### src/verilog/cwd_consts.svh
// Constants of the crystal clocked watchdog: register address, field positions, reset values and timeout scaling.
// Assumes it is included by bare name from the design modules.
// Overview of operation
// After reset the watchdog is enabled, its timeout select is 0111 (two seconds) and a timeout resets the system.
// Clearing the enable bit (bit 1) of the control register stops the watchdog.
// The counter advances on edges of the 32.768 kHz crystal, not on the processor clock.
// A 16-bit counter is used and the four-bit select field picks which upper counter bit marks expiry.
// Select codes 0000 to 0111 give timeouts doubling from 15.6 ms to 2 s, with 0110 giving one second.
// Code 1000 resets at once, code 1001 causes a serial-download reset at once, codes 1010 to 1111 are invalid.
// On expiry a clear response bit (bit 3) gives a system reset and a set one gives an interrupt instead.
// Status bit 2 is set on a timeout, cleared only by writing 0 or by a pin reset, and survives a watchdog reset.
// Every accepted write that sets the enable bit enables the watchdog and clears its counter.
// Every write to the control register must follow the unlock step, and other writes are ignored.
// The unlock is setting bit 0, and only a write in the very next instruction is accepted.
// With the flash lock bit at zero the response bit reads 0 and the enable bit reads 1 whatever is written.
// The flash lock bit is changed only through the flash protection procedure, never by an ordinary write.
// While the flash lock is active software may still change the timeout select field.
// The watchdog interrupt is always high priority and is not masked by the global interrupt enable.
// In interrupt mode the counter restarts from zero after each timeout so interrupts repeat periodically.
`ifndef CWD_CONSTS_SVH
`define CWD_CONSTS_SVH

`define CWD_CTRL_ADDR 8'hC0
`define CWD_BIT_UNLOCK 0
`define CWD_BIT_ENABLE 1
`define CWD_BIT_STATUS 2
`define CWD_BIT_RESP 3
`define CWD_SEL_LSB 4
`define CWD_SEL_MSB 7

`define CWD_RST_SEL 4'h7
`define CWD_RST_ENABLE 1'h1
`define CWD_RST_RESP 1'h0

`define CWD_SEL_IMM_RST 4'h8
`define CWD_SEL_IMM_DL 4'h9
`define CWD_SEL_LAST_TIMED 4'h7

// Select code 0000 expires after 2^9 crystal edges (15.6 ms at 32.768 kHz).
`define CWD_XTAL_HZ 32768
`define CWD_BASE_LOG2 9
`define CWD_CNT_W 16

`endif

### src/verilog/cwd_pkg.sv
// Types shared by the crystal clocked watchdog modules.
// Assumes the special function register bus of the processor core as its only access path.
package cwd_pkg;

  // Byte access to a special function register; data are valid with the strobe.
  typedef struct packed {
    logic wr;
    logic [7:0] addr;
    logic [7:0] wdata;
  } cwd_sfr_req_t;

  // Single bit write of a bit addressable register (set or clear of one bit).
  typedef struct packed {
    logic wr;
    logic [7:0] addr;
    logic val;
  } cwd_bit_req_t;

  typedef enum logic [1:0] {
    CWD_CLS_TIMED,
    CWD_CLS_IMM_RST,
    CWD_CLS_IMM_DL,
    CWD_CLS_INVALID
  } cwd_sel_class_t;

endpackage

### src/verilog/cwd_sel_decode.sv
// Decoder of the timeout select field into a code class and a counter compare mask.
// Assumes a counter of at least CWD_BASE_LOG2 + 7 bits.
`timescale 1ns/1ps
`include "cwd_consts.svh"

module cwd_sel_decode
#(
  parameter int CNT_W = `CWD_CNT_W
)
(
  input wire logic [3:0] i_sel,
  output cwd_pkg::cwd_sel_class_t o_class,
  output logic [CNT_W-1:0] o_mask
);

  // Code n expires when the low 9+n counter bits are all ones on a crystal edge.
  function automatic logic [CNT_W-1:0] sel_mask(input logic [3:0] sel);
    logic [CNT_W:0] one;
    one = {{CNT_W{1'h0}}, 1'h1};
    sel_mask = CNT_W'((one << (`CWD_BASE_LOG2 + 32'(sel[2:0]))) - one);
  endfunction

  assign o_mask = sel_mask(i_sel);
  assign o_class = (i_sel <= `CWD_SEL_LAST_TIMED) ? cwd_pkg::CWD_CLS_TIMED :
                   (i_sel == `CWD_SEL_IMM_RST) ? cwd_pkg::CWD_CLS_IMM_RST :
                   (i_sel == `CWD_SEL_IMM_DL) ? cwd_pkg::CWD_CLS_IMM_DL :
                   cwd_pkg::CWD_CLS_INVALID;

endmodule // cwd_sel_decode

### src/verilog/cwd_watchdog.sv
// Watchdog timer with its control register on the special function register bus.
// Assumes i_instr_retire pulses once at the end of every instruction, after that instruction's writes.
// Assumes the core applies i_sys_rst for every reset, and i_pin_rst in addition only for a reset from the pin.
`timescale 1ns/1ps
`include "cwd_consts.svh"

module cwd_watchdog
#(
  parameter int CNT_W = `CWD_CNT_W
)
(
  input wire logic i_ref_clk,
  input wire logic i_sys_rst,
  input wire logic i_pin_rst,
  input wire logic i_crystal_in_pin,
  input wire logic i_flash_wd_lock_bit,
  input wire logic i_instr_retire,
  input wire cwd_pkg::cwd_sfr_req_t i_sfr,
  input wire cwd_pkg::cwd_bit_req_t i_bit,
  output logic [7:0] o_sfr_rdata,
  output logic o_wd_sys_rst,
  output logic o_wd_dl_rst,
  output logic o_wd_irq
);

  logic [3:0] sel_q;
  logic [3:0] sel_d;
  logic enable_q;
  logic enable_d;
  logic resp_q;
  logic resp_d;
  logic status_q;
  logic status_d;
  logic armed_q;
  logic armed_d;
  logic fresh_q;
  logic fresh_d;
  logic [CNT_W-1:0] cnt_q;
  logic [CNT_W-1:0] cnt_d;
  logic sys_rst_q;
  logic dl_rst_q;
  logic irq_q;
  logic [7:0] rdata_q;

  wire logic tick;
  wire cwd_pkg::cwd_sel_class_t sel_class;
  wire logic [CNT_W-1:0] sel_mask;

  cwd_xtal_edge u_edge
  (
    .i_ref_clk(i_ref_clk),
    .i_sys_rst(i_sys_rst),
    .i_xtal(i_crystal_in_pin),
    .o_tick(tick)
  );

  cwd_sel_decode #(.CNT_W(CNT_W)) u_dec
  (
    .i_sel(sel_q),
    .o_class(sel_class),
    .o_mask(sel_mask)
  );

  // Register image as software sees it; a zero flash lock bit overrides enable and response.
  wire logic locked = ~i_flash_wd_lock_bit;
  wire logic enable_eff = locked | enable_q;
  wire logic resp_eff = ~locked & resp_q;
  wire logic [7:0] cur_val = {sel_q, resp_eff, status_q, enable_eff, armed_q};

  // Byte writes and bit writes are merged into one candidate value for the register.
  wire logic byte_hit = i_sfr.wr & (i_sfr.addr == `CWD_CTRL_ADDR);
  wire logic bit_hit = i_bit.wr & (i_bit.addr[7:3] == 5'(`CWD_CTRL_ADDR >> 3));
  wire logic any_wr = byte_hit | bit_hit;
  wire logic [7:0] bit_mask = 8'h01 << i_bit.addr[2:0];
  wire logic [7:0] bit_val = i_bit.val ? (cur_val | bit_mask) : (cur_val & ~bit_mask);
  wire logic [7:0] wr_val = byte_hit ? i_sfr.wdata : bit_val;

  // A write that sets bit 0 only arms the unlock; the next instruction's write is the one taken.
  wire logic unlock_wr = any_wr & ~armed_q & wr_val[`CWD_BIT_UNLOCK];
  wire logic accept_wr = any_wr & armed_q;
  wire logic kick = accept_wr & wr_val[`CWD_BIT_ENABLE];

  wire logic timed = sel_class == cwd_pkg::CWD_CLS_TIMED;
  wire logic expire = enable_eff & timed & tick & ((cnt_q & sel_mask) == sel_mask);
  wire logic imm_rst = enable_eff & (sel_class == cwd_pkg::CWD_CLS_IMM_RST);
  wire logic imm_dl = enable_eff & (sel_class == cwd_pkg::CWD_CLS_IMM_DL);
  wire logic event_hit = expire | imm_rst | imm_dl;

  always_comb
  begin
    sel_d = accept_wr ? wr_val[`CWD_SEL_MSB:`CWD_SEL_LSB] : sel_q;
    enable_d = accept_wr ? wr_val[`CWD_BIT_ENABLE] : enable_q;
    resp_d = accept_wr ? wr_val[`CWD_BIT_RESP] : resp_q;
    // A timeout in the same cycle as a clearing write keeps the flag set.
    status_d = status_q;
    if (accept_wr && !wr_val[`CWD_BIT_STATUS])
      status_d = 1'h0;
    if (event_hit)
      status_d = 1'h1;
    if (i_pin_rst)
      status_d = 1'h0;
    armed_d = armed_q;
    fresh_d = fresh_q;
    if (accept_wr)
    begin
      armed_d = 1'h0;
      fresh_d = 1'h0;
    end
    else if (unlock_wr)
    begin
      armed_d = 1'h1;
      fresh_d = 1'h1;
    end
    else if (i_instr_retire)
    begin
      // The retire of the unlocking instruction itself only ends its freshness.
      armed_d = fresh_q & armed_q;
      fresh_d = 1'h0;
    end
  end

  always_comb
  begin
    cnt_d = cnt_q;
    if (!enable_eff || kick || expire)
      cnt_d = '0;
    else if (tick && timed)
      cnt_d = cnt_q + CNT_W'(1);
  end

  always_ff @(posedge i_ref_clk)
  begin
    if (i_sys_rst)
    begin
      sel_q <= `CWD_RST_SEL;
      enable_q <= `CWD_RST_ENABLE;
      resp_q <= `CWD_RST_RESP;
      armed_q <= 1'h0;
      fresh_q <= 1'h0;
      cnt_q <= '0;
      sys_rst_q <= 1'h0;
      dl_rst_q <= 1'h0;
      irq_q <= 1'h0;
      rdata_q <= 8'h00;
    end
    else
    begin
      sel_q <= sel_d;
      enable_q <= enable_d;
      resp_q <= resp_d;
      armed_q <= armed_d;
      fresh_q <= fresh_d;
      cnt_q <= cnt_d;
      sys_rst_q <= (expire & ~resp_eff) | imm_rst;
      dl_rst_q <= imm_dl;
      irq_q <= expire & resp_eff;
      rdata_q <= cur_val;
    end
  end

  // The status flag outlives a watchdog reset, so of the resets only the pin reset clears it.
  always_ff @(posedge i_ref_clk)
  begin
    if (i_pin_rst)
      status_q <= 1'h0;
    else
      status_q <= status_d;
  end

  // The interrupt leaves here unqualified; the core must route it past the global enable.
  assign o_wd_irq = irq_q;
  assign o_wd_sys_rst = sys_rst_q;
  assign o_wd_dl_rst = dl_rst_q;
  assign o_sfr_rdata = rdata_q;
endmodule // cwd_watchdog

### src/verilog/cwd_xtal_edge.sv
// Rising edge detector for the crystal input, giving one reference clock pulse per crystal period.
// Assumes the crystal level is synchronous to the reference clock and far slower than it.
`timescale 1ns/1ps
`include "cwd_consts.svh"

module cwd_xtal_edge
(
  input wire logic i_ref_clk,
  input wire logic i_sys_rst,
  input wire logic i_xtal,
  output logic o_tick
);

  logic last_q;
  logic valid_q;

  // The pin may already be high when reset ends, so the first cycle after reset reports no edge.
  always_ff @(posedge i_ref_clk)
  begin
    if (i_sys_rst)
    begin
      last_q <= 1'h0;
      valid_q <= 1'h0;
    end
    else
    begin
      last_q <= i_xtal;
      valid_q <= 1'h1;
    end
  end

  assign o_tick = i_xtal & ~last_q & valid_q;

endmodule // cwd_xtal_edge
### config.mk
export PLATFORM = sky130hd
export DESIGN_NAME = cwd_watchdog
export DESIGN_NICKNAME = d
export VERILOG_FILES = /design/src/verilog/cwd_pkg.sv /design/src/verilog/cwd_sel_decode.sv /design/src/verilog/cwd_watchdog.sv /design/src/verilog/cwd_xtal_edge.sv
export VERILOG_INCLUDE_DIRS = /design/src /design/src/verilog
export SDC_FILE = /design/constraint.sdc
export NUM_CORES = 1
export LEC_CHECK = 0
export BUFFER_PORTS_ARGS = -buffer_cell sky130_fd_sc_hd__buf_2
export CAP_MARGIN = 20
export CORE_MARGIN = 3
export CORE_UTILIZATION = 35
export CTS_CLUSTER_DIAMETER = 50
export DETAILED_ROUTE_END_ITERATION = 7
export PLACE_DENSITY = 0.66
export SLEW_MARGIN = 20
export SYNTH_ARGS = -nofsm -noshare
export SYNTH_HDL_FRONTEND = slang
export SYNTH_SLANG_ARGS = --single-unit
### constraint.sdc
create_clock -name i_ref_clk -period 3.2 [get_ports i_ref_clk]
set_clock_uncertainty 0.2 [all_clocks]
set_input_delay 0.64 -clock i_ref_clk [delete_from_list [all_inputs] [get_ports i_ref_clk]]
set_output_delay 0.64 -clock i_ref_clk [all_outputs]
set_load 0.005 [all_outputs]
==> results.py, run 1 <==
metrics = {
    "cts": {
        "cts_buffers": 5,
        "cts_htree_levels": 2,
        "cts_root_buf": "clkbuf_8",
        "hold_buffers": 0,
        "clkSinkCount": 38,
        "path_clk_slew_ns": 0.08,
        "clk_latency_ns": 0.29,
        "clockBufferDepth": 2,
        "cts_tree": "built",
    },
    "power": {
        "seq_power_share_pct": 50.2,
        "p_int_mw": 0.761,
        "power.density_nw_per_um2": 393,
        "p_sw_share_pct": 20.6,
        "power_frac_clock_pct": 42.8,
        "ir_worst_vdd_mv": 0.152,
        "leakage_nw": 1.00,
        "switchingPower_mw": 0.198,
        "combPwrFrac_pct": 7.0,
    },
    "setup_path": {
        "slowest_stage": "o41ai_4",
        "crit_top_cell": "ha_1",
        "crit_type": "register to register",
        "critPathMaxFanout": 12,
        "slowest_delay_ns": 0.42,
        "required_ns": 3.18,
        "crit_path_end_kind": "register",
        "critical_path_arrival_ns": 2.96,
        "crit_chain": "and2_4 > ha_1 > inv_1 > nand3_1 > ha_1 > nor2b_1 > o311a_4 > nor3_4 > nand4_2 > o41ai_4 > buf_6 > nor2_1",
        "startpoint_type": "register",
    },
    "sta": {
        "setup_viol": 0,
        "fin_crit_sh_pct": 92.9,
        "max_slew_margin_pct": 61.7,
        "max_freq_mhz": 337,
        "hold_viol": 0,
        "tns_ns": 0,
        "worst_slack_ns": 0.228,
        "worst_slew_pin_slew_ns": 0.574,
        "drv_slew": 0,
        "rsz0062_at_grt": "false",
        "period_needed_ns": 2.97,
    },
    "floorplan": {
        "fp.dieArea_um2": 6710,
        "die_w_um": 81.9,
        "pin_count": 44,
        "start_util_pct": 36.4,
        "fp-row-count": 27,
        "die_h_um": 81.9,
        "core-area_um2": 5540,
    },
    "logic_synthesis": {
        "ys.flop_type": "dfxtp_1",
        "synthTopCellsByArea": "dfxtp_1 (38%), nand2_1 (4.5%), nor2_1 (4.5%)",
        "syn_avg_cell_area_um2": 8.47,
        "syn-cell-area_um2": 2020,
        "ys_seq_area_share_pct": 37.7,
        "netlist.area_leader.share_pct": 37.7,
        "ys_warn_count": 0,
        "synth_fp_nets": 275,
        "synth_edf_count": 0,
        "yosys.cell_types.count": 50,
        "netlist_instances": 238,
        "synth_area_leader_cell": "dfxtp_1",
        "ys_ff_latch": 38,
        "synth-async-reset-ratio_pct": 0,
    },
    "route": {
        "vias": 1807,
        "routed_wl_um": 4620,
        "ant_nets": 0,
        "viasPerCell": 5.05,
        "drc": 0,
        "drt_iter0_drc": 169,
        "firstDrtPassIters": 4,
        "wl_per_cell_um": 12.9,
    },
    "finish": {
        "final_layout_size_suffix_gt1_share_pct": 26.9,
        "syn_to_final_growth_pct": 20.9,
        "n_antenna_cell": 0,
        "final_cells": 358,
        "nNetsFinal": 323,
        "nFillCells": 558,
    },
    "global_route": {
        "antenna_found_initial": 0,
        "gr-total-overflow": 0,
        "grt_pass1_wl_um": 7470,
        "grt_pass1_vias": 1650,
        "grt_max_degree": 15,
        "grt_use_total_pct": 14.0,
    },
    "placement": {
        "dpl.cell_count": 351,
        "dp_hpwl_um": 3560,
        "portBuffers": 43,
        "place_ws_ns": 0.177,
        "globalplace.congestion": 0.853,
    },
    "job": {
        "drv_cap": 0,
    },
    "min_path": {
        "hp-class": "register to register",
    },
    "status": {
        "status": "completed",
    },
}
-- worst max-delay path: cells and delay by family (launching register included) --
kind,cells,cell delay [ns]
simple gates,6,0.85
compound gates,2,0.55
buf+inv,2,0.32
fa+ha+maj,2,0.55
flops,1,0.37
-- path summary, 6_finish.rpt --
path             from         to  slack (ns)  depth (start not counted)
max reg2reg  register  cnt_q[12]        0.23                         12
max          register  cnt_q[12]        0.23                         12
min reg2reg    resp_q     resp_q        0.26                          2
min            resp_q     resp_q        0.26                          2
-- layout by cell type, fill, tap and decap left out, types with 3 or more instances in the layout --
master    instances
a211oi_1          3
a21oi_1          12
buf_2            43
buf_4             5
clkbuf_8          6
dfxtp_1          37
ha_1              4
inv_1             7
nand2_1          24
nand3_1          10
nand4_1           8
nor2_1           24
nor2_2           10
nor2b_1           9
nor3_1            5
nor4b_1           3
o211ai_1          3
o21ai_0          13
xnor2_1           8
xor2_1            7
-- synthesized netlist by cell type (3+ instances only) --
cell	instances
nor3_1	5
inv_1	7
nand2_1	24
xnor2_1	8
xor2_1	7
dfxtp_1	38
a21oi_1	12
clkbuf_1	4
o211ai_1	3
nand3_1	10
a211oi_1	3
nand4_1	8
nor4b_1	3
o21ai_0	13
nor2_1	24
nor2_2	10
ha_1	4
nor2b_1	9
-- power by group through the flow --
stage | clock network [mW] | logic, mW | registers, mW
2_1_floorplan | 0 | 0.0344 | 0.492
3_3_place_gp | 0 | 0.0656 | 0.492
3_5_place_dp | 0 | 0.0660 | 0.492
4_1_cts | 0.415 | 0.0662 | 0.481
5_1_grt | 0.435 | 0.0739 | 0.481
6_report | 0.410 | 0.0669 | 0.481
-- per-stage QoR --
| stage | hold WS [ns] | utilization, % | area (um2) | power [mW] |
|---|---|---|---|---|
| 6_report | 0.258 | 44.0 | 2440 | 0.958 |
| 5_1_grt | 0.281 | 44.0 | 2440 | 0.990 |
| 4_1_cts | 0.260 | 43.9 | 2430 | 0.962 |
| 3_5_place_dp | 0.249 | 41.8 | 2320 | 0.558 |
| 3_3_place_gp | 0.239 | 41.8 | 2320 | 0.557 |
| 2_1_floorplan | 0.230 | - | 2020 | 0.526 |
-- metal layers --
metal	global-route usage [%]	routed length [um]	vias to the layer above
li1	-	-	935
met1	18.3	2210	829
met2	23.3	2150	36
met3	2.74	189	7
met4	4.15	74	0
met5	0	0	-
-- logic make-up (layout without fill, tap and decap cells) --
logic type      after synthesis  in the layout  share of synthesized area (%)
simple gates                116            116                           32.0
buf+inv                      15             63                           3.66
compound gates               47             47                           16.4
flops                        38             38                           37.7
xor+xnor                     15             15                           6.52
mux                           2              2                          0.993
fa+ha+maj                     4              4                           2.48
other cells                   1              1                          0.186
-- area by class of cell --
class                   instances  area [um2]  area share, %
multi-input cells             185        1180           48.5
clock buffers                   6        82.6           3.39
clock inverters                 1        30.0           1.23
inverters                       7        26.3           1.08
repair buffers                 49         264           10.8
well taps                      72        90.1           3.70
flip-flops and latches         38         762           31.3
-- repair_timing --
action                     CTS  global route
gates resized for setup      0             2
buffers inserted             0             0
setup endpoints to repair    0            12
No activity file was read; power rests on OpenSTA's default activity.
==> run 2, diff against run 1 <==
--- a/config.mk
+++ b/config.mk
@@ -16,4 +16,5 @@
 export SLEW_MARGIN = 20
 export SYNTH_ARGS = -nofsm -noshare
 export SYNTH_HDL_FRONTEND = slang
+export SYNTH_HIERARCHICAL = 1
 export SYNTH_SLANG_ARGS = --single-unit
==> results.py, run 2 <==
metrics = {
    "status": {
        "status": "completed",
    },
    "sta": {
        "hold_viol": 0,
        "tns_ns": 0,
        "drv_slew": 0,
        "rsz0062_at_grt": "false",
        "max_slew_margin_pct": 60.6,
        "worst_slew_pin_slew_ns": 0.591,
        "setup_viol": 0,
        "max_freq_mhz": 333,
        "fin_crit_sh_pct": 93.9,
        "period_needed_ns": 3.01,
    },
    "placement": {
        "portBuffers": 43,
        "dp_hpwl_um": 3990,
        "globalplace.congestion": 0.917,
        "post_dp_cell_area_um2": 2600,
    },
    "setup_path": {
        "crit_end": "cnt_q[1]",
        "r2r_setup_slack_ns": 0.19,
        "crit_path_end_kind": "register",
        "startpoint_type": "register",
        "required_ns": 3.19,
        "critPathMaxFanout": 8,
        "critical_path_arrival_ns": 2.99,
        "r2r-end": "cnt_q[1]",
        "crit_type": "register to register",
        "worstRegToRegCells": 17,
    },
    "cts": {
        "clkSinkCount": 38,
        "path_clk_slew_ns": 0.08,
        "cts_buffers": 5,
        "clockBufferDepth": 2,
        "cts_tree": "built",
        "cts_root_buf": "clkbuf_8",
        "clk_latency_ns": 0.29,
        "cts_htree_levels": 2,
        "hold_buffers": 0,
    },
    "logic_synthesis": {
        "syn-cell-area_um2": 2270,
        "ys_ff_latch": 38,
        "synth-xor-area-share_pct": 6.18,
        "synth_area_leader_cell": "dfxtp_1",
        "ys_seq_area_share_pct": 33.6,
        "syn_avg_cell_area_um2": 8.04,
        "synthTopCellsByCount": "dfxtp_1 (38), nor2_1 (35), nand2_1 (23), inv_1 (17), nand2b_1 (16)",
        "netlist_instances": 282,
        "synthAdderAreaFrac_pct": 2.76,
        "synth-compound-area-share_pct": 18.2,
        "ys.flop_type": "dfxtp_1",
        "muxShareOfSynthArea_pct": 1.82,
        "synth.most_common_cell": "dfxtp_1",
        "synthTopCellsByArea": "dfxtp_1 (34%), nor2_1 (5.8%), nand2b_1 (4.4%)",
        "synth-simple-area-share_pct": 31.1,
        "synth-async-reset-ratio_pct": 0,
        "synth_edf_count": 0,
        "netlist.area_leader.share_pct": 33.6,
        "synth_top_family_by_area": "simple AND/OR/NAND/NOR gates",
        "yosys.cell_types.count": 56,
        "ys_warn_count": 6,
        "synth_fp_nets": 320,
    },
    "global_route": {
        "antenna_found_initial": 0,
        "grt_pass1_vias": 2021,
        "grt_max_degree": 20,
        "grt_pass1_wl_um": 9140,
        "grt_use_total_pct": 15.0,
        "gr-total-overflow": 0,
    },
    "floorplan": {
        "start_util_pct": 37.2,
        "core-area_um2": 6100,
        "pin_count": 44,
        "fp.dieArea_um2": 7480,
        "fp-row-count": 28,
        "die_w_um": 86.5,
        "die_h_um": 86.5,
    },
    "finish": {
        "most-common-layout-cells": "buf_2 (43), dfxtp_1 (37), nor2_1 (35)",
        "n_antenna_cell": 0,
        "syn_to_final_growth_pct": 21.0,
        "final_layout_size_suffix_gt1_share_pct": 24.3,
        "final_cell_area_um2": 2740,
        "nNetsFinal": 370,
        "nFillCells": 617,
        "mostFrequentLayoutCell": "buf_2",
    },
    "route": {
        "drt_iter0_drc": 228,
        "ant_nets": 0,
        "vias": 2089,
        "viasPerCell": 5.12,
        "routed_wl_um": 5390,
        "firstDrtPassIters": 4,
        "drc": 0,
        "wl_per_cell_um": 13.2,
    },
    "power": {
        "power_frac_clock_pct": 38.2,
        "seq_power_share_pct": 53.5,
        "ir_worst_vdd_mv": 0.185,
        "p_sw_share_pct": 23.2,
        "combPwrFrac_pct": 8.4,
        "p_int_mw": 0.691,
        "leakage_nw": 1.14,
        "power.density_nw_per_um2": 328,
        "switchingPower_mw": 0.209,
    },
    "job": {
        "drv_cap": 0,
    },
    "min_path": {
        "hp-class": "register to register",
        "min-delay-start": "enable_q",
    },
}
==> run 2: routing by layer <==
layer | track usage, % | up-vias | wire length (um)
li1 | - | 1080 | -
met2 | 23.7 | 43 | 2500
met4 | 4.96 | 0 | 66
met3 | 2.95 | 8 | 229
met1 | 20.3 | 958 | 2600
met5 | 0 | - | 0
==> run 2: logic make-up (layout without fill, tap and decap cells) <==
group	after synthesis	in the layout
compound gates	54	54
xor+xnor	16	16
fa+ha+maj	5	5
buf+inv	31	82
flops	38	38
mux	4	4
other cells	1	1
simple gates	133	133
==> run 2: layout make-up <==
class	instances	area, um2	area share [%]
inverters	19	71.3	2.60
flip-flops and latches	38	762	27.8
clock inverters	1	5.00	0.182
well taps	75	93.8	3.42
clock buffers	7	86.3	3.15
repair buffers	55	335	12.2
multi-input cells	213	1390	50.6
==> run 2: what timing repair did <==
action / in CTS / in global routing
buffers inserted: 0 / 1
endpoints found under the setup margin: 0 / 19
resized for setup: 0 / 6
==> run 2: power groups by stage <==
| stage | Combinational (mW) | Sequential (mW) | Clock (mW) |
|---|---|---|---|
| CTS | 0.0708 | 0.481 | 0.351 |
| detailed placement | 0.0705 | 0.492 | 0 |
| global route | 0.0846 | 0.482 | 0.371 |
| global placement | 0.0688 | 0.492 | 0 |
| floorplan | 0.0384 | 0.492 | 0 |
| finish | 0.0753 | 0.481 | 0.343 |
==> run 2: how the worst min path moves through the flow <==
stage	end	slack [ns]	depth (start not counted)
2_1_floorplan	enable_q	0.23	1
3_3_place_gp	enable_q	0.24	1
3_5_place_dp	enable_q	0.24	1
4_1_cts	enable_q	0.26	1
5_1_grt	status_q	0.30	2
6_report	enable_q	0.26	1
==> run 2: worst max-delay path: stages, from the launching register on <==
cell and delay [ns]:
dfxtp_1 0.31, nand2_1 0.08, inv_1 0.07, ha_2 0.18
and4b_2 0.32, nand2_2 0.07, ha_2 0.21, o21ai_2 0.08
inv_2 0.08, o311a_1 0.11, a31o_1 0.19, nand2b_1 0.06
o2111ai_1 0.13, nor4_2 0.28, buf_4 0.16, a211o_4 0.16
clkbuf_16 0.15, nor2_1 0.04
==> run 2: stage by stage <==
stage	power (mW)	setup slack, ns	hold WS (ns)	std cells	utilization, %
2_1_floorplan	0.530	0.00741	0.226	282	-
3_3_place_gp	0.561	0.125	0.236	398	42.7
3_5_place_dp	0.563	0.0559	0.241	398	42.7
4_1_cts	0.903	0.0436	0.260	406	44.2
5_1_grt	0.937	0.00478	0.300	408	45.0
6_report	0.900	0.195	0.258	408	45.0
